[src/rtl/sync_sel_pkg.sv]
// package for the sample-clock source selector
// assumes one 100 MHz clock and a synchronous active-high reset
package sync_sel_pkg;

   localparam int unsigned CLK_HZ = 100_000_000;
   localparam int unsigned SRC_COUNT = 4;

   // frequency figures in hertz
   localparam int unsigned RATE_32K_HZ = 32_000;
   localparam int unsigned RATE_48K_HZ = 48_000;
   localparam int unsigned RATE_882_HZ = 88_200;
   localparam int unsigned RATE_96K_HZ = 96_000;
   localparam int unsigned LOCK_MIN_HZ = 28_000;
   localparam int unsigned LOCK_MAX_HZ = 103_000;
   localparam int unsigned WCK_MAX_HZ = 105_000;

   // measuring gate of one millisecond
   localparam int unsigned GATE_MS = 1;
   localparam int unsigned GATE_CYC = CLK_HZ / 1000 * GATE_MS;
   // edges counted per gate, i.e. rate in kHz
   localparam logic [7:0] LOCK_MIN_CNT = 8'(LOCK_MIN_HZ / 1000);
   localparam logic [7:0] LOCK_MAX_CNT = 8'(LOCK_MAX_HZ / 1000);
   localparam logic [7:0] WCK_MAX_CNT = 8'(WCK_MAX_HZ / 1000);
   localparam logic [7:0] SPLIT_MIN_CNT = 8'(RATE_882_HZ / 1000);
   localparam logic [7:0] BASE_MAX_CNT = 8'(RATE_48K_HZ / 1000);
   // rate match tolerance in kHz
   localparam logic [7:0] MATCH_TOL = 8'h01;

   // firmware load time of the attached box
   localparam int unsigned LOAD_TIME_US = 100;
   localparam int unsigned LOAD_CYC = LOAD_TIME_US * (CLK_HZ / 1_000_000);

   typedef enum logic [1:0]
   {
      SRC_WORD_CLOCK = 2'h0,
      SRC_OPTICAL8 = 2'h1,
      SRC_OPTICAL_SYNC = 2'h2,
      SRC_SPDIF = 2'h3
   } src_t;

   typedef enum logic [1:0]
   {
      LOCK_NONE = 2'h0,
      LOCK_VALID = 2'h1,
      LOCK_SYNC = 2'h2
   } lock_t;

   typedef enum logic [1:0]
   {
      LINK_ERROR = 2'h0,
      LINK_LOADING = 2'h1,
      LINK_CONNECTED = 2'h3,
      LINK_DISCONNECTED = 2'h2
   } link_t;

   typedef struct packed
   {
      logic auto_mode;
      src_t preferred;
      logic base_rate_wck;
      logic spdif_in_optical;
      logic spdif_out_optical;
   } cfg_t;

   typedef struct packed
   {
      logic is_slave;
      logic use_master;
      src_t reference;
      logic [7:0] ref_khz;
   } clk_status_t;

endpackage : sync_sel_pkg

[src/rtl/rate_meter.sv]
// measures the edge rate of one recovered clock strobe, in kHz per gate
// assumes the strobe is already synchronous to i_sys_clk
module rate_meter
   import sync_sel_pkg::*;
(
   input wire logic i_sys_clk,
   input wire logic i_rst,
   input wire logic i_gate,
   input wire logic i_edge,
   input wire logic [7:0] i_max_khz,
   output logic [7:0] o_khz,
   output logic o_valid
);

   logic [7:0] cnt_q;
   logic [7:0] cnt_d;
   logic [7:0] khz_q;
   logic [7:0] khz_d;
   logic valid_q;
   logic valid_d;

   always_comb
   begin
      cnt_d = cnt_q;
      khz_d = khz_q;
      valid_d = valid_q;
      if (i_gate)
      begin
         khz_d = cnt_q;
         valid_d = (cnt_q >= LOCK_MIN_CNT) && (cnt_q <= i_max_khz); // RULE_13
         cnt_d = {7'h00, i_edge};
      end
      else if (i_edge && cnt_q != 8'hff)
      begin
         cnt_d = cnt_q + 8'h01;
      end
   end

   always_ff @(posedge i_sys_clk)
   begin
      if (i_rst)
      begin
         cnt_q <= 8'h00;
         khz_q <= 8'h00;
         valid_q <= 1'b0;
      end
      else
      begin
         cnt_q <= cnt_d;
         khz_q <= khz_d;
         valid_q <= valid_d;
      end
   end

   assign o_khz = khz_q;
   assign o_valid = valid_q;

endmodule : rate_meter

[src/rtl/audio_sync_source_selector.sv]
// sample-clock source selection, lock reporting, word clock and spdif routing
// assumes recovered-clock edge strobes synchronous to i_sys_clk, one pulse per sample
// Behaviour
// RULE_01: master mode runs from the internal crystal, external inputs ignored for timing.
// RULE_02: automatic mode monitors every digital input for a valid signal continuously.
// RULE_03: valid input at playback rate becomes the clock; status shows slave.
// RULE_04: candidates are word clock, optical eight-channel, optical sync and spdif.
// RULE_05: a valid preferred source wins; otherwise remaining inputs are scanned in turn.
// RULE_06: without usable preference the first valid input is adopted.
// RULE_07: no valid candidate means automatic fallback to master on the crystal.
// RULE_08: each input reports no signal, locked, or locked and synchronous.
// RULE_09: report the active reference and its measured sample rate.
// RULE_10: system clock status shows master or slave.
// RULE_11: word clock output follows the current sample rate by default.
// RULE_12: base-rate option keeps word clock in 32 to 48 kHz, halving double rates.
// RULE_13: lock from 28 to 103 kHz; word clock input accepts up to 105 kHz.
// RULE_14: double rate with optical eight-channel preferred enters sample-split mode.
// RULE_15: in split mode each channel uses two optical slots at base frame rate.
// RULE_16: an option selects coaxial or optical receiver for spdif input.
// RULE_17: spdif always drives coaxial out, optionally copied to optical transmitter.
// RULE_18: link shows error without box, loading during firmware, then connected.
// RULE_19: disconnect stops talking to the box, which runs standalone; show disconnected.
// RULE_20: in a system exactly one device is master, all others slaves.
// RULE_21: reselect on any lock change and switch the reference glitch free.
module audio_sync_source_selector
   import sync_sel_pkg::*;
(
   input wire logic i_sys_clk,
   input wire logic i_rst,
   input wire cfg_t i_cfg,
   input wire logic [7:0] i_play_khz,
   input wire logic i_xtal_edge,
   input wire logic [SRC_COUNT-1:0] i_src_edge,
   input wire logic i_spdif_coax_rx,
   input wire logic i_spdif_opt_rx,
   input wire logic i_spdif_tx,
   input wire logic i_opt8_tx,
   input wire logic i_box_present,
   input wire logic i_box_fw_done,
   input wire logic i_disconnect_req,
   input wire logic i_connect_req,
   output lock_t o_lock_report [SRC_COUNT],
   output clk_status_t o_status,
   output logic o_sample_edge,
   output logic o_word_clock_out,
   output logic o_split_mode,
   output logic o_spdif_rx,
   output logic o_spdif_coax_tx,
   output logic o_opt_tx,
   output link_t o_link_state,
   output logic o_box_talk
);

   ////////////////////////////////////////////////////////////////////////////
   // gate timer for all rate meters

   logic [$clog2(GATE_CYC)-1:0] gate_cnt_q;
   logic [$clog2(GATE_CYC)-1:0] gate_cnt_d;
   logic gate;

   always_comb
   begin
      gate = (gate_cnt_q == ($clog2(GATE_CYC))'(GATE_CYC - 1));
      gate_cnt_d = gate ? '0 : gate_cnt_q + 1'b1;
   end

   always_ff @(posedge i_sys_clk)
   begin
      if (i_rst)
         gate_cnt_q <= '0;
      else
         gate_cnt_q <= gate_cnt_d;
   end

   ////////////////////////////////////////////////////////////////////////////
   // per-input rate meters and lock report

   logic [7:0] src_khz [SRC_COUNT];
   logic [SRC_COUNT-1:0] src_valid;
   logic [SRC_COUNT-1:0] src_sync;

   function automatic logic rate_match(input logic [7:0] a, input logic [7:0] b);
      logic [7:0] diff;
      diff = (a > b) ? a - b : b - a;
      return diff <= MATCH_TOL;
   endfunction : rate_match

   genvar g;
   generate
      for (g = 0; g < SRC_COUNT; g++)
      begin : g_meter
         rate_meter u_meter
         (
            .i_sys_clk(i_sys_clk),
            .i_rst(i_rst),
            .i_gate(gate),
            .i_edge(i_src_edge[g]), // RULE_02
            .i_max_khz((g == SRC_WORD_CLOCK) ? WCK_MAX_CNT : LOCK_MAX_CNT), // RULE_13
            .o_khz(src_khz[g]),
            .o_valid(src_valid[g])
         );
         // sync means locked and at the playback rate
         assign src_sync[g] = src_valid[g] && rate_match(src_khz[g], i_play_khz);
         assign o_lock_report[g] = !src_valid[g] ? LOCK_NONE : src_sync[g] ? LOCK_SYNC : LOCK_VALID; // RULE_08
      end
   endgenerate

   ////////////////////////////////////////////////////////////////////////////
   // source selection

   logic use_master_q;
   logic use_master_d;
   src_t ref_q;
   src_t ref_d;
   logic [SRC_COUNT-1:0] sync_prev_q;
   logic switch_pend_q;
   logic switch_pend_d;
   logic use_master_tgt;
   src_t ref_tgt;
   logic [7:0] ref_khz_q;
   logic [7:0] ref_khz_d;

   always_comb
   begin
      src_t cand;
      logic found;
      cand = SRC_WORD_CLOCK;
      found = 1'b0;
      ref_tgt = ref_q;
      use_master_tgt = 1'b1;
      if (i_cfg.auto_mode) // RULE_01
      begin
         if (src_sync[i_cfg.preferred]) // RULE_05
         begin
            ref_tgt = i_cfg.preferred;
            use_master_tgt = 1'b0;
         end
         else
         begin
            // scan from the one after the preference, in turn
            for (int k = 1; k < SRC_COUNT; k++)
            begin
               cand = src_t'(2'(i_cfg.preferred + 2'(k))); // RULE_04
               if (!found && src_sync[cand]) // RULE_06
               begin
                  found = 1'b1;
                  ref_tgt = cand;
               end
            end
            use_master_tgt = !found; // RULE_07
         end
      end
      // changes wait for a cycle with no sample edge so no edge is cut
      switch_pend_d = switch_pend_q || (src_sync != sync_prev_q) || (ref_tgt != ref_q)
         || (use_master_tgt != use_master_q); // RULE_21
      use_master_d = use_master_q;
      ref_d = ref_q;
      if (switch_pend_q && !o_sample_edge) // RULE_21
      begin
         use_master_d = use_master_tgt; // RULE_03
         ref_d = ref_tgt;
         // a lock change in the same cycle keeps the request alive
         switch_pend_d = (src_sync != sync_prev_q); // RULE_21
      end
      ref_khz_d = use_master_q ? i_play_khz : src_khz[ref_q]; // RULE_09
   end

   always_ff @(posedge i_sys_clk)
   begin
      if (i_rst)
      begin
         use_master_q <= 1'b1;
         ref_q <= SRC_WORD_CLOCK;
         sync_prev_q <= '0;
         switch_pend_q <= 1'b0;
         ref_khz_q <= 8'h00;
      end
      else
      begin
         use_master_q <= use_master_d;
         ref_q <= ref_d;
         sync_prev_q <= src_sync;
         switch_pend_q <= switch_pend_d;
         ref_khz_q <= ref_khz_d;
      end
   end

   // sample edge from crystal or the chosen recovered clock
   assign o_sample_edge = use_master_q ? i_xtal_edge : i_src_edge[ref_q]; // RULE_01 RULE_03

   always_comb
   begin
      o_status.is_slave = !use_master_q; // RULE_10
      o_status.use_master = use_master_q;
      o_status.reference = ref_q; // RULE_09
      o_status.ref_khz = ref_khz_q;
   end

   ////////////////////////////////////////////////////////////////////////////
   // word clock output and sample-split mode

   logic double_rate;
   logic halve;
   logic wck_q;
   logic wck_d;
   logic [15:0] span_q;
   logic [15:0] span_d;
   logic [15:0] half_q;
   logic [15:0] half_d;
   logic split_q;
   logic split_d;

   always_comb
   begin
      double_rate = ref_khz_q >= SPLIT_MIN_CNT;
      halve = i_cfg.base_rate_wck && (ref_khz_q > BASE_MAX_CNT); // RULE_12
      split_d = double_rate && i_cfg.auto_mode && (i_cfg.preferred == SRC_OPTICAL8); // RULE_14 RULE_15
      span_d = (span_q == 16'hffff) ? span_q : span_q + 16'h0001;
      half_d = half_q;
      wck_d = wck_q;
      if (o_sample_edge)
      begin
         // rise on every sample; the halved path toggles so one period spans two samples
         span_d = 16'h0000;
         half_d = 16'((17'(span_q) + 17'h00001) >> 1);
         wck_d = halve ? !wck_q : 1'b1; // RULE_11 RULE_12
      end
      else if (!halve && (17'(span_q) + 17'h00001 >= 17'(half_q)))
      begin
         // fall after half of the last measured sample period
         wck_d = 1'b0; // RULE_11
      end
   end

   always_ff @(posedge i_sys_clk)
   begin
      if (i_rst)
      begin
         wck_q <= 1'b0;
         span_q <= 16'h0000;
         half_q <= 16'h0000;
         split_q <= 1'b0;
      end
      else
      begin
         wck_q <= wck_d;
         span_q <= span_d;
         half_q <= half_d;
         split_q <= split_d;
      end
   end

   assign o_word_clock_out = wck_q;
   assign o_split_mode = split_q; // RULE_15

   ////////////////////////////////////////////////////////////////////////////
   // spdif routing

   logic spdif_rx_q;
   logic spdif_rx_d;
   logic coax_tx_q;
   logic coax_tx_d;
   logic opt_tx_q;
   logic opt_tx_d;

   always_comb
   begin
      spdif_rx_d = i_cfg.spdif_in_optical ? i_spdif_opt_rx : i_spdif_coax_rx; // RULE_16
      coax_tx_d = i_spdif_tx; // RULE_17
      opt_tx_d = i_cfg.spdif_out_optical ? i_spdif_tx : i_opt8_tx; // RULE_17
   end

   always_ff @(posedge i_sys_clk)
   begin
      if (i_rst)
      begin
         spdif_rx_q <= 1'b0;
         coax_tx_q <= 1'b0;
         opt_tx_q <= 1'b0;
      end
      else
      begin
         spdif_rx_q <= spdif_rx_d;
         coax_tx_q <= coax_tx_d;
         opt_tx_q <= opt_tx_d;
      end
   end

   assign o_spdif_rx = spdif_rx_q;
   assign o_spdif_coax_tx = coax_tx_q;
   assign o_opt_tx = opt_tx_q;

   ////////////////////////////////////////////////////////////////////////////
   // box link state

   link_t link_q;
   link_t link_d;
   logic [$clog2(LOAD_CYC+1)-1:0] load_q;
   logic [$clog2(LOAD_CYC+1)-1:0] load_d;

   always_comb
   begin
      link_d = link_q;
      load_d = load_q;
      unique case (link_q)
         LINK_ERROR:
         begin
            load_d = '0;
            if (i_box_present)
               link_d = LINK_LOADING; // RULE_18
         end
         LINK_LOADING:
         begin
            if (load_q != ($clog2(LOAD_CYC+1))'(LOAD_CYC))
               load_d = load_q + 1'b1;
            if (!i_box_present)
               link_d = LINK_ERROR;
            else if (i_box_fw_done || load_q == ($clog2(LOAD_CYC+1))'(LOAD_CYC))
               link_d = LINK_CONNECTED; // RULE_18
         end
         LINK_CONNECTED:
         begin
            if (i_disconnect_req)
               link_d = LINK_DISCONNECTED; // RULE_19
            else if (!i_box_present)
               link_d = LINK_ERROR;
         end
         LINK_DISCONNECTED:
         begin
            if (i_connect_req)
               link_d = LINK_ERROR;
         end
      endcase
   end

   always_ff @(posedge i_sys_clk)
   begin
      if (i_rst)
      begin
         link_q <= LINK_ERROR;
         load_q <= '0;
      end
      else
      begin
         link_q <= link_d;
         load_q <= load_d;
      end
   end

   assign o_link_state = link_q;
   assign o_box_talk = (link_q == LINK_LOADING) || (link_q == LINK_CONNECTED); // RULE_19

endmodule : audio_sync_source_selector

[config.mk]
export PLATFORM = sky130hd
export DESIGN_NAME = audio_sync_source_selector
export DESIGN_NICKNAME = d
export VERILOG_FILES = /design/src/rtl/sync_sel_pkg.sv /design/src/rtl/rate_meter.sv /design/src/rtl/audio_sync_source_selector.sv
export SDC_FILE = /design/constraint.sdc
export NUM_CORES = 1
export LEC_CHECK = 0
export BUFFER_PORTS_ARGS = -buffer_cell sky130_fd_sc_hd__buf_2
export CORE_UTILIZATION = 55
export DETAILED_ROUTE_END_ITERATION = 8
export PLACE_DENSITY = 0.73
export SLEW_MARGIN = 10
export SYNTH_ARGS = -nofsm -noshare
export SYNTH_HDL_FRONTEND = slang
export SYNTH_SLANG_ARGS = --single-unit
[constraint.sdc]
create_clock -name i_sys_clk -period 6.2 [get_ports i_sys_clk]
set_clock_uncertainty 0.1 [all_clocks]
set_input_delay 0.31 -clock i_sys_clk [delete_from_list [all_inputs] [get_ports i_sys_clk]]
set_output_delay 0.31 -clock i_sys_clk [all_outputs]
set_load 0.05 [all_outputs]
==> results of run 1 <==
state kept, by name, indices dropped and copies added (netlist names):
register and count:
o_spdif_coax_tx 1, o_word_clock_out 1, load_q 14, sync_prev_q 4, o_opt_tx 1, o_split_mode 1, ref_khz_q 8, half_q 16
g_meter.u_meter.o_valid 4, g_meter.u_meter.cnt_q 32, o_spdif_rx 1, ref_q 2, use_master_q 1, span_q 16, o_link_state 2, g_meter.u_meter.o_khz 32
switch_pend_q 1, gate_cnt_q 17
per-layer routing:
| layer | global-route usage | vias up | part of all wire |
|---|---|---|---|
| met5 | 0 | - | 0 |
| met4 | 0.0862 | 0 | 0.020 |
| met3 | 0.0468 | 33 | 0.067 |
| met2 | 0.432 | 319 | 0.44 |
| met1 | 0.395 | 4414 | 0.47 |
| li1 | - | 4638 | - |
metrics by stage:
| step | cell area [µm²] | total power, W | hold WS (ns) | utilization |
|---|---|---|---|---|
| finish | 11300 | 0.00234 | 0.0271 | 0.618 |
| global route | 11300 | 0.00244 | 0.0441 | 0.618 |
| CTS | 11300 | 0.00235 | 0.0122 | 0.618 |
| detailed placement | 10700 | 0.00138 | 0.360 | 0.588 |
| global placement | 10700 | 0.00138 | 0.344 | 0.588 |
| floorplan | 10400 | 0.00130 | 0.328 | - |
layout make-up:
cell class              instances  area share
clock buffers                  19      0.0392
clock inverters                13     0.00997
inverters                     111      0.0380
multi-input cells             991       0.586
flip-flops and latches        154       0.273
well taps                     229      0.0254
repair buffers                 62      0.0286
worst max-delay path: cells and delay by family, from the launching register on:
kind                     cells  cell delay, ns
AO/OA/AOI/OAI                6            1.89
adder cells (fa/ha/maj)      1            0.45
flip-flops                   1            0.45
multiplexers                 1            0.33
AND/OR/NAND/NOR              4            0.98
Yosys cell counts, drive strengths merged (10+ instances only):
master	count
o211ai	10
a211oi	27
nand2	139
a21oi	131
nor3b	10
xor2	55
mux2i	11
and3	16
ha	90
xnor2	26
a21o	13
nor3	19
nand3	51
o21a	12
clkbuf	50
or3	16
nand2b	15
o21ai	41
nor2b	14
dfxtp	154
nand4	33
mux4	11
inv	109
nor2	135
buf	17
worst paths after layout:
path,from,to,slack [ns],cells past startpoint
worst max-delay path,g_meter[2].u_meter.o_khz[5]$_SDFFE_PP0P_,switch_pend_q$_SDFF_PP0_,1.89,12
worst max register to register,g_meter[2].u_meter.o_khz[5]$_SDFFE_PP0P_,switch_pend_q$_SDFF_PP0_,1.89,12
worst min register to register,half_q[0]$_SDFFE_PP0P_,half_q[0]$_SDFFE_PP0P_,0.37,2
worst min-delay path,i_spdif_tx,o_spdif_coax_tx$_SDFF_PP0_,0.03,2
where the power goes:
group	switching (W)	internal, W	total (W)
Sequential	0.0000224	0.00101	0.00104
Combinational	0.000214	0.000115	0.000329
Clock	0.000438	0.000533	0.000970
Total	0.000674	0.00166	0.00234
kinds of logic (layout without fill, tap and decap cells):
kind of cell	Yosys count	after routing	share of synthesized area
compound gates	301	301	0.181
xor+xnor	81	81	0.0682
fa+ha+maj	98	98	0.124
buf+inv	178	205	0.0683
flops	154	154	0.296
mux	27	27	0.0402
simple gates	484	484	0.222
==> run metrics, run 1 <==
Synth top area share=0.296; GRT Total Usage=0.279; DIE HEIGHT=140 µm; CP endpoint kind=flop; Post-DRT Antenna Nets=0; number of I/O port buffers=57; Critical Path AT=4.53 ns; synthesized netlist net count=1450; most frequent cells in the layout=154 x dfxtp_1, 139 x nand2_1, 135 x nor2_1; CTS tree=done; synthesized area=0.0104 mm²; Post-CTS Hold Buffers=0; pin count of the biggest net entering global routing=47; Tightest Pin Transition=1.22 ns; post-synthesis register bit count=154; asr flop ratio synth=0; Post-Syn Area per Cell=7.87 µm²; die width=140 µm; worst vdd rail ir drop=0.000214 V; RSZ-0062 raised after global routing=false; status=completed; Clock Tree Buf Depth=2; Top Ports=58; vias in the first global route=8613; First-pass DRT Iterations=5; sequential area share after synthesis=0.296; post-synthesis cell type count=78; Worst path slowest cell=a2111oi_0; Post-CTS Setup Bufs=0; worst skew pair latency=0.43 ns; row cnt=49; post-route setup slack=1.89 ns; layout cells sized above 1=0.0859; Post-CTS Resized=0; worst relative slew slack=0.186; residual DRC count=0; post-synthesis cell count=1323; EDFF count, synth=0; # fillers=1645; Period Utilization, post-route=0.695; Core Box Area=0.0183 mm²; initial antenna violation count=0; Die Footprint=0.0195 mm²; DR iter-0 viols=635; total power divided by cell area=207 mW/mm²; flip-flop and latch area=0.00308 mm²; H-tree depth=4; Initial Util=0.570; Worst Setup Path Type=reg -> reg; multi-input logic area=0.00661 mm²; Synth area leader=dfxtp_1; max_cap viols=0; Max Fclk=232 MHz; crit-path most repeated cell=and2_1; most common cell after layout, fill and taps aside=dfxtp_1; Critical Path Fanout Max=14; Largest stage delay, worst path=0.65 ns; Reg clk slew, reported paths=0.06 ns; pre-CTS setup slack=1.75 ns; Lkg Pwr=4.43 nW; nets=1464; clk root buf=clkbuf_16; Non-Filler Instances=1579; Top FF cell, synth=dfxtp_1; DP Cell Count=1547; warnings from Yosys=0; Hold WC Path Type=in -> reg; crit path time final=4.31 ns; Worst Setup Start Kind=flop; first-pass GRT wire length=43500 µm; Final Hold Viols=0; Clock Sinks=154; area grow syn2layout=8.49%; GPL Wtd Cong=0.970; vias per cell=5.96; cells along the critical path=ha_1, a211oi_2, o21ai_1, or3_1, a2111oi_0, nand3_1, and2_1, a222oi_1, and2_1, o31a_1, mux2_2, a311oi_1; DR vias=9404; Finish-stage setup viols=0; n_diodes=0; Worst EP required=6.42 ns; setup TNS=0 ns; DR WL/cell=16.7 µm; Slew Limit Fails=0; total grt overflow=0; largest cells by area after synthesis=dfxtp_1 30%, ha_1 11%, a21oi_1 6.3%; CTS Buf Count=17; post-DP HPWL=19400 µm; Detailed Route WL=26400 µm
Note: power is estimated with default switching activity, not from simulation.
==> run 2: changes to the inputs <==
- clock period: 6.2 -> 4 ns (I/O delays scaled with it)
==> run metrics, run 2 (synthesized netlist as in run 1, its figures left out) <==
Clock Sinks=154 (unchanged); most frequent cells in the layout=152 x dfxtp_1, 139 x nand2_1, 135 x nor2_1; wire length on met3=2150 µm (+22%); pre-CTS setup slack=0.00281 ns (-1.74 ns); Post-DRT Antenna Nets=0 (unchanged); Die Footprint=0.0195 mm² (unchanged); DIE HEIGHT=140 µm (unchanged); Tightest Pin Transition=0.954 ns (-0.266 ns); worst vdd rail ir drop=0.000304 V (+42%); Comb power frac=0.143 (+0.002); DR WL/cell=16.4 µm (-1.9%); Detailed Route WL=26900 µm (+1.8%); first-pass GRT wire length=43800 µm (+0.76%); Period Utilization, post-route=0.967 (+0.271); Lkg Pwr=4.80 nW (+8.2%); post-route setup slack=0.134 ns (-1.75 ns); flip-flop and latch area=0.00309 mm² (about the same); n_diodes=0 (unchanged); Hold WC Path Type=in -> reg; CTS tree=done; clk root buf=clkbuf_16; worst relative slew slack=0.364 (+0.178); # fillers=1599 (-2.8%); cells along the critical path=inv_1, ha_1, inv_1, fa_1, a21o_1, a21oi_1, mux2i_1, a2111oi_2, buf_4, nand2_1, o22a_2, inv_1, o41ai_1, xnor2_1, or3_1, a311oi_1, a311oi_1; Finish-stage setup viols=0 (unchanged); internal power=0.00272 W (+64%); total grt overflow=0 (unchanged); Initial Util=0.570 (unchanged); total power divided by cell area=320 mW/mm² (+55%); Core Box Area=0.0183 mm² (unchanged); layout cells sized above 1=0.126 (+0.0402); multi-input logic area=0.00667 mm² (+0.85%); max_cap viols=0 (unchanged); CP endpoint kind=flop; Worst Setup Start Kind=flop; area grow syn2layout=14.2%; GRT Total Usage=0.282 (+0.00315); die width=140 µm (unchanged); First-pass DRT Iterations=5 (unchanged); crit-path most repeated cell=inv_1; initial antenna violation count=0 (unchanged); residual DRC count=0 (unchanged); top layer in use=met4; Top Ports=58 (unchanged); Post-CTS Setup Bufs=0 (unchanged); M1 WL=12500 µm (about the same); row cnt=49 (unchanged); DR iter-0 viols=736 (+16%); Max Fclk=259 MHz (+12%); Switch Pwr=0.00109 W (+61%); status=completed; hold_ws=0.0279 ns (+0.000791 ns); vias per cell=5.82 (-2.3%); CTS Buf Count=17 (unchanged); DR vias=9539 (+1.4%); Slew Limit Fails=0 (unchanged); Final Hold Viols=0 (unchanged); WL met2=11700 µm (+0.59%); Switching Share=0.285 (-0.00327); pin count of the biggest net entering global routing=47 (unchanged); worst skew pair latency=0.44 ns (about the same); Final Core Density=0.651 (+0.0328); crit path time final=3.87 ns (-0.445 ns); Worst Setup Path Type=reg -> reg; most common cell after layout, fill and taps aside=dfxtp_1; Critical Path Fanout Max=6 (-8); post-DP HPWL=20000 µm (+3.1%); Worst path slowest cell=o41ai_1; number of I/O port buffers=57 (unchanged); Largest stage delay, worst path=0.52 ns (-0.13 ns); vias in the first global route=8684 (+0.82%); Critical Path AT=4.07 ns (-0.46 ns); Worst EP required=4.20 ns (-2.22 ns); nets=1525 (+4.2%); Clock Tree Buf Depth=2 (unchanged); H-tree depth=4 (unchanged); GPL Wtd Cong=0.961 (-0.89%); Reg clk slew, reported paths=0.07 ns (about the same); clock network power share=0.434 (+0.019); sequential share of power=0.423 (-0.021)
[run 2: worst paths after layout]
kind / cells past startpoint / start / slack, ns / to
max: 17 / g_meter[1].u_meter.o_khz[0]$_SDFFE_PP0P_ / 0.13 / switch_pend_q$_SDFF_PP0_
max reg2reg: 17 / g_meter[1].u_meter.o_khz[0]$_SDFFE_PP0P_ / 0.13 / switch_pend_q$_SDFF_PP0_
min reg2reg: 2 / half_q[13]$_SDFFE_PP0P_ / 0.37 / half_q[13]$_SDFFE_PP0P_
min: 2 / i_rst / 0.03 / half_q[0]$_SDFFE_PP0P_
[run 2: power groups by stage]
stage / sequential, W / clock [W] / combinational, W
5_1_grt: 0.00161 / 0.00175 / 0.000600
3_3_place_gp: 0.00164 / 0 / 0.000515
3_5_place_dp: 0.00164 / 0 / 0.000520
2_1_floorplan: 0.00167 / 0 / 0.000345
6_report: 0.00161 / 0.00165 / 0.000546
4_1_cts: 0.00161 / 0.00167 / 0.000534
[run 2: final cells by class]
class / count / area share
multi-input combinational: 991 / 0.561
sequential: 154 / 0.260
timing repair buffer: 123 / 0.0684
inverter: 111 / 0.0361
clock buffer: 17 / 0.0358
tap: 229 / 0.0241
clock inverter: 15 / 0.0152
[run 2: stage by stage]
stage | std cells | area [µm²] | total power [W] | setup TNS [ns]
after floorplan | 1323 | 10400 | 0.00202 | 0
after global placement | 1595 | 11100 | 0.00216 | -0.00689
after detailed placement | 1595 | 11100 | 0.00216 | 0
after CTS | 1640 | 11800 | 0.00381 | 0
after global routing | 1640 | 11900 | 0.00396 | -0.00683
final | 1640 | 11900 | 0.00381 | 0
[run 2: metal layers]
metal	GRT usage	vias to the layer above
li1	-	4753
met1	0.394	4388
met2	0.428	358
met3	0.0661	40
met4	0.0891	0
met5	0	-
[run 2: critical path, delay by kind of cell (launching register included)]
family / cells / cell delay [ns]
buffers and inverters: 4 / 0.39
AO/OA/AOI/OAI: 7 / 1.59
flip-flops: 1 / 0.34
adder cells (fa/ha/maj): 2 / 0.54
XOR/XNOR: 1 / 0.11
AND/OR/NAND/NOR: 2 / 0.38
multiplexers: 1 / 0.27
[run 2: repair_timing]
action | in CTS | in global routing
hold endpoints to repair | 10 | 0
gates resized for setup | 0 | 17
hold buffers | 13 | 0
setup endpoints to repair | 0 | 3
==> run 3: changes to the inputs <==
- CORE_ASPECT_RATIO: not set -> 0.5
==> run metrics, run 3 (synthesized netlist as in run 1, its figures left out) <==
worst relative slew slack=0.462 (+0.0980); layout cells sized above 1=0.118 (-0.00766); post-DP HPWL=20600 µm (+2.6%); cells along the critical path=inv_1, ha_1, inv_1, fa_1, xor2_1, nor3_2, o221ai_1, a2111oi_1, buf_4, nand3_1, and2_4, a222oi_1, and2_1, o31a_1, mux2_2, a311oi_1; max_cap viols=0 (unchanged); Initial Util=0.563 (-0.00648); family with the most delay on the worst path=compound AO/OA/AOI/OAI gates; vias per cell=5.83 (+0.32%); vias in the first global route=8979 (+3.4%); DR vias=9686 (+1.5%); DR WL/cell=16.6 µm (+1.2%); Slew Limit Fails=0 (unchanged); Tightest Pin Transition=0.806 ns (-0.149 ns); row cnt=35 (-29%); Worst EP required=4.23 ns (+0.03 ns); Buf/Inv on CP=3 (-1); Final Hold Viols=0 (unchanged); residual DRC count=0 (unchanged); most common cell after layout, fill and taps aside=dfxtp_1; RSZ-0062 raised after global routing=true; total power divided by cell area=322 mW/mm² (+0.69%); status=completed; crit-path most repeated cell=inv_1; post-route setup slack=0.0893 ns (-0.0447 ns); clk root buf=clkbuf_16; Period Utilization, post-route=0.978 (+0.0112); worst vdd rail ir drop=0.000299 V (-1.5%); Clock Sinks=154 (unchanged); GPL Wtd Cong=0.918 (-4.5%); Die Footprint=0.0195 mm² (+0.17%); DR iter-0 viols=854 (+16%); pin count of the biggest net entering global routing=56 (+19%); n_diodes=0 (unchanged); Hold WC Path Type=in -> reg; Detailed Route WL=27600 µm (+2.5%); Critical Path Fanout Max=8 (+2); Worst Setup Path Type=reg -> reg; First-pass DRT Iterations=6 (+1); total grt overflow=0 (unchanged); area grow syn2layout=13.6%; DIE HEIGHT=99.3 µm (-29%); Worst Setup Start Kind=flop; # fillers=1603 (+0.25%); nets=1516 (-0.59%); most frequent cells in the layout=154 x dfxtp_1, 139 x nand2_1, 135 x nor2_1; Post-DRT Antenna Nets=0 (unchanged); Max Fclk=256 MHz (-1.1%); Core Box Area=0.0185 mm² (+1.2%); Worst path slowest cell=fa_1; GRT Total Usage=0.287 (+0.00545); Lkg Pwr=4.72 nW (-1.7%); H-tree depth=4 (unchanged); Clock Tree Buf Depth=2 (unchanged); Critical Path AT=4.14 ns (+0.07 ns); CTS Buf Count=17 (unchanged); Final Core Density=0.640 (-0.0109); Largest stage delay, worst path=0.40 ns (-0.12 ns); worst skew pair latency=0.42 ns (-0.02 ns); die width=197 µm (+41%); initial antenna violation count=1 (+1); number of I/O port buffers=57 (unchanged); Reg clk slew, reported paths=0.06 ns (about the same); pre-CTS setup slack=-0.0973 ns (-0.100 ns); crit path time final=3.91 ns (+0.0447 ns); Top Ports=58 (unchanged); first-pass GRT wire length=44400 µm (+1.4%); Finish-stage setup viols=0 (unchanged); CP endpoint kind=flop; CTS tree=done
## run 3: changes by cell type in the layout (fill, tap and decap cells not counted), sizes merged
cell / change
clkbuf: +3
clkinvlp: +4
bufinv: +1
dlygate4sd3: -3
clkinv: -2
inv: -7
buf: -6
## run 3: final cells by class
class / count / area [µm²] / share of cell area
clock inverters: 11 / 146 / 0.0124
flip-flops and latches: 154 / 3080 / 0.261
clock buffers: 20 / 457 / 0.0386
multi-input cells: 991 / 6650 / 0.562
well taps: 259 / 324 / 0.0274
inverters: 111 / 429 / 0.0363
repair buffers: 114 / 738 / 0.0624
## run 3: report_power, final
group | total [W] | switching [W] | internal [W] | leakage [nW]
registers | 0.00161 | 0.0000337 | 0.00157 | 1.25
logic | 0.000543 | 0.000342 | 0.000200 | 3.19
clock network | 0.00166 | 0.000654 | 0.00101 | 0.280
## run 3: path summary, 6_finish.rpt
check             depth (start not counted)                                     start  slack (ns)                      endpoint
setup / recovery                         16  g_meter[2].u_meter.o_khz[0]$_SDFFE_PP0P_        0.09      switch_pend_q$_SDFF_PP0_
hold / removal                            4                             i_connect_req        0.02  o_link_state[1]$_SDFFE_PP0P_
setup reg to reg                         16  g_meter[2].u_meter.o_khz[0]$_SDFFE_PP0P_        0.09      switch_pend_q$_SDFF_PP0_
hold reg to reg                           2                    half_q[0]$_SDFFE_PP0P_        0.36        half_q[0]$_SDFFE_PP0P_
## run 3: per-stage QoR
step	total power (W)	cells	area [µm²]	hold WS (ns)	setup TNS (ns)
2_1_floorplan	0.00202	1323	10400	0.218	0
3_3_place_gp	0.00215	1619	11100	0.331	0
3_5_place_dp	0.00216	1619	11100	0.338	-0.0973
4_1_cts	0.00383	1660	11800	0.00425	0
5_1_grt	0.00396	1660	11800	0.0207	-0.0949
6_report	0.00381	1660	11800	0.0151	0
## run 3: timing repair
item | 4_1_cts | 5_1_grt
resized for setup | 1 | 11
setup endpoints to repair | 1 | 2
hold buffers | 10 | 0
hold endpoints to repair | 9 | 0
pin swaps | 1 | 1
setup buffers | 0 | 0
## run 3: tightest hold or removal path: cells and delay by family
family | cells | cell delay (ns)
AOI/OAI and AO/OA | 2 | 0.19
buffers and inverters | 2 | 0.10
## run 3: per-layer routing
metal | wire [µm] | track usage | vias up
met1 | 12500 | 0.374 | 4546
met4 | 687 | 0.107 | 0
li1 | - | - | 4741
met2 | 12700 | 0.481 | 341
met3 | 1710 | 0.0502 | 58
met5 | 0 | 0 | -
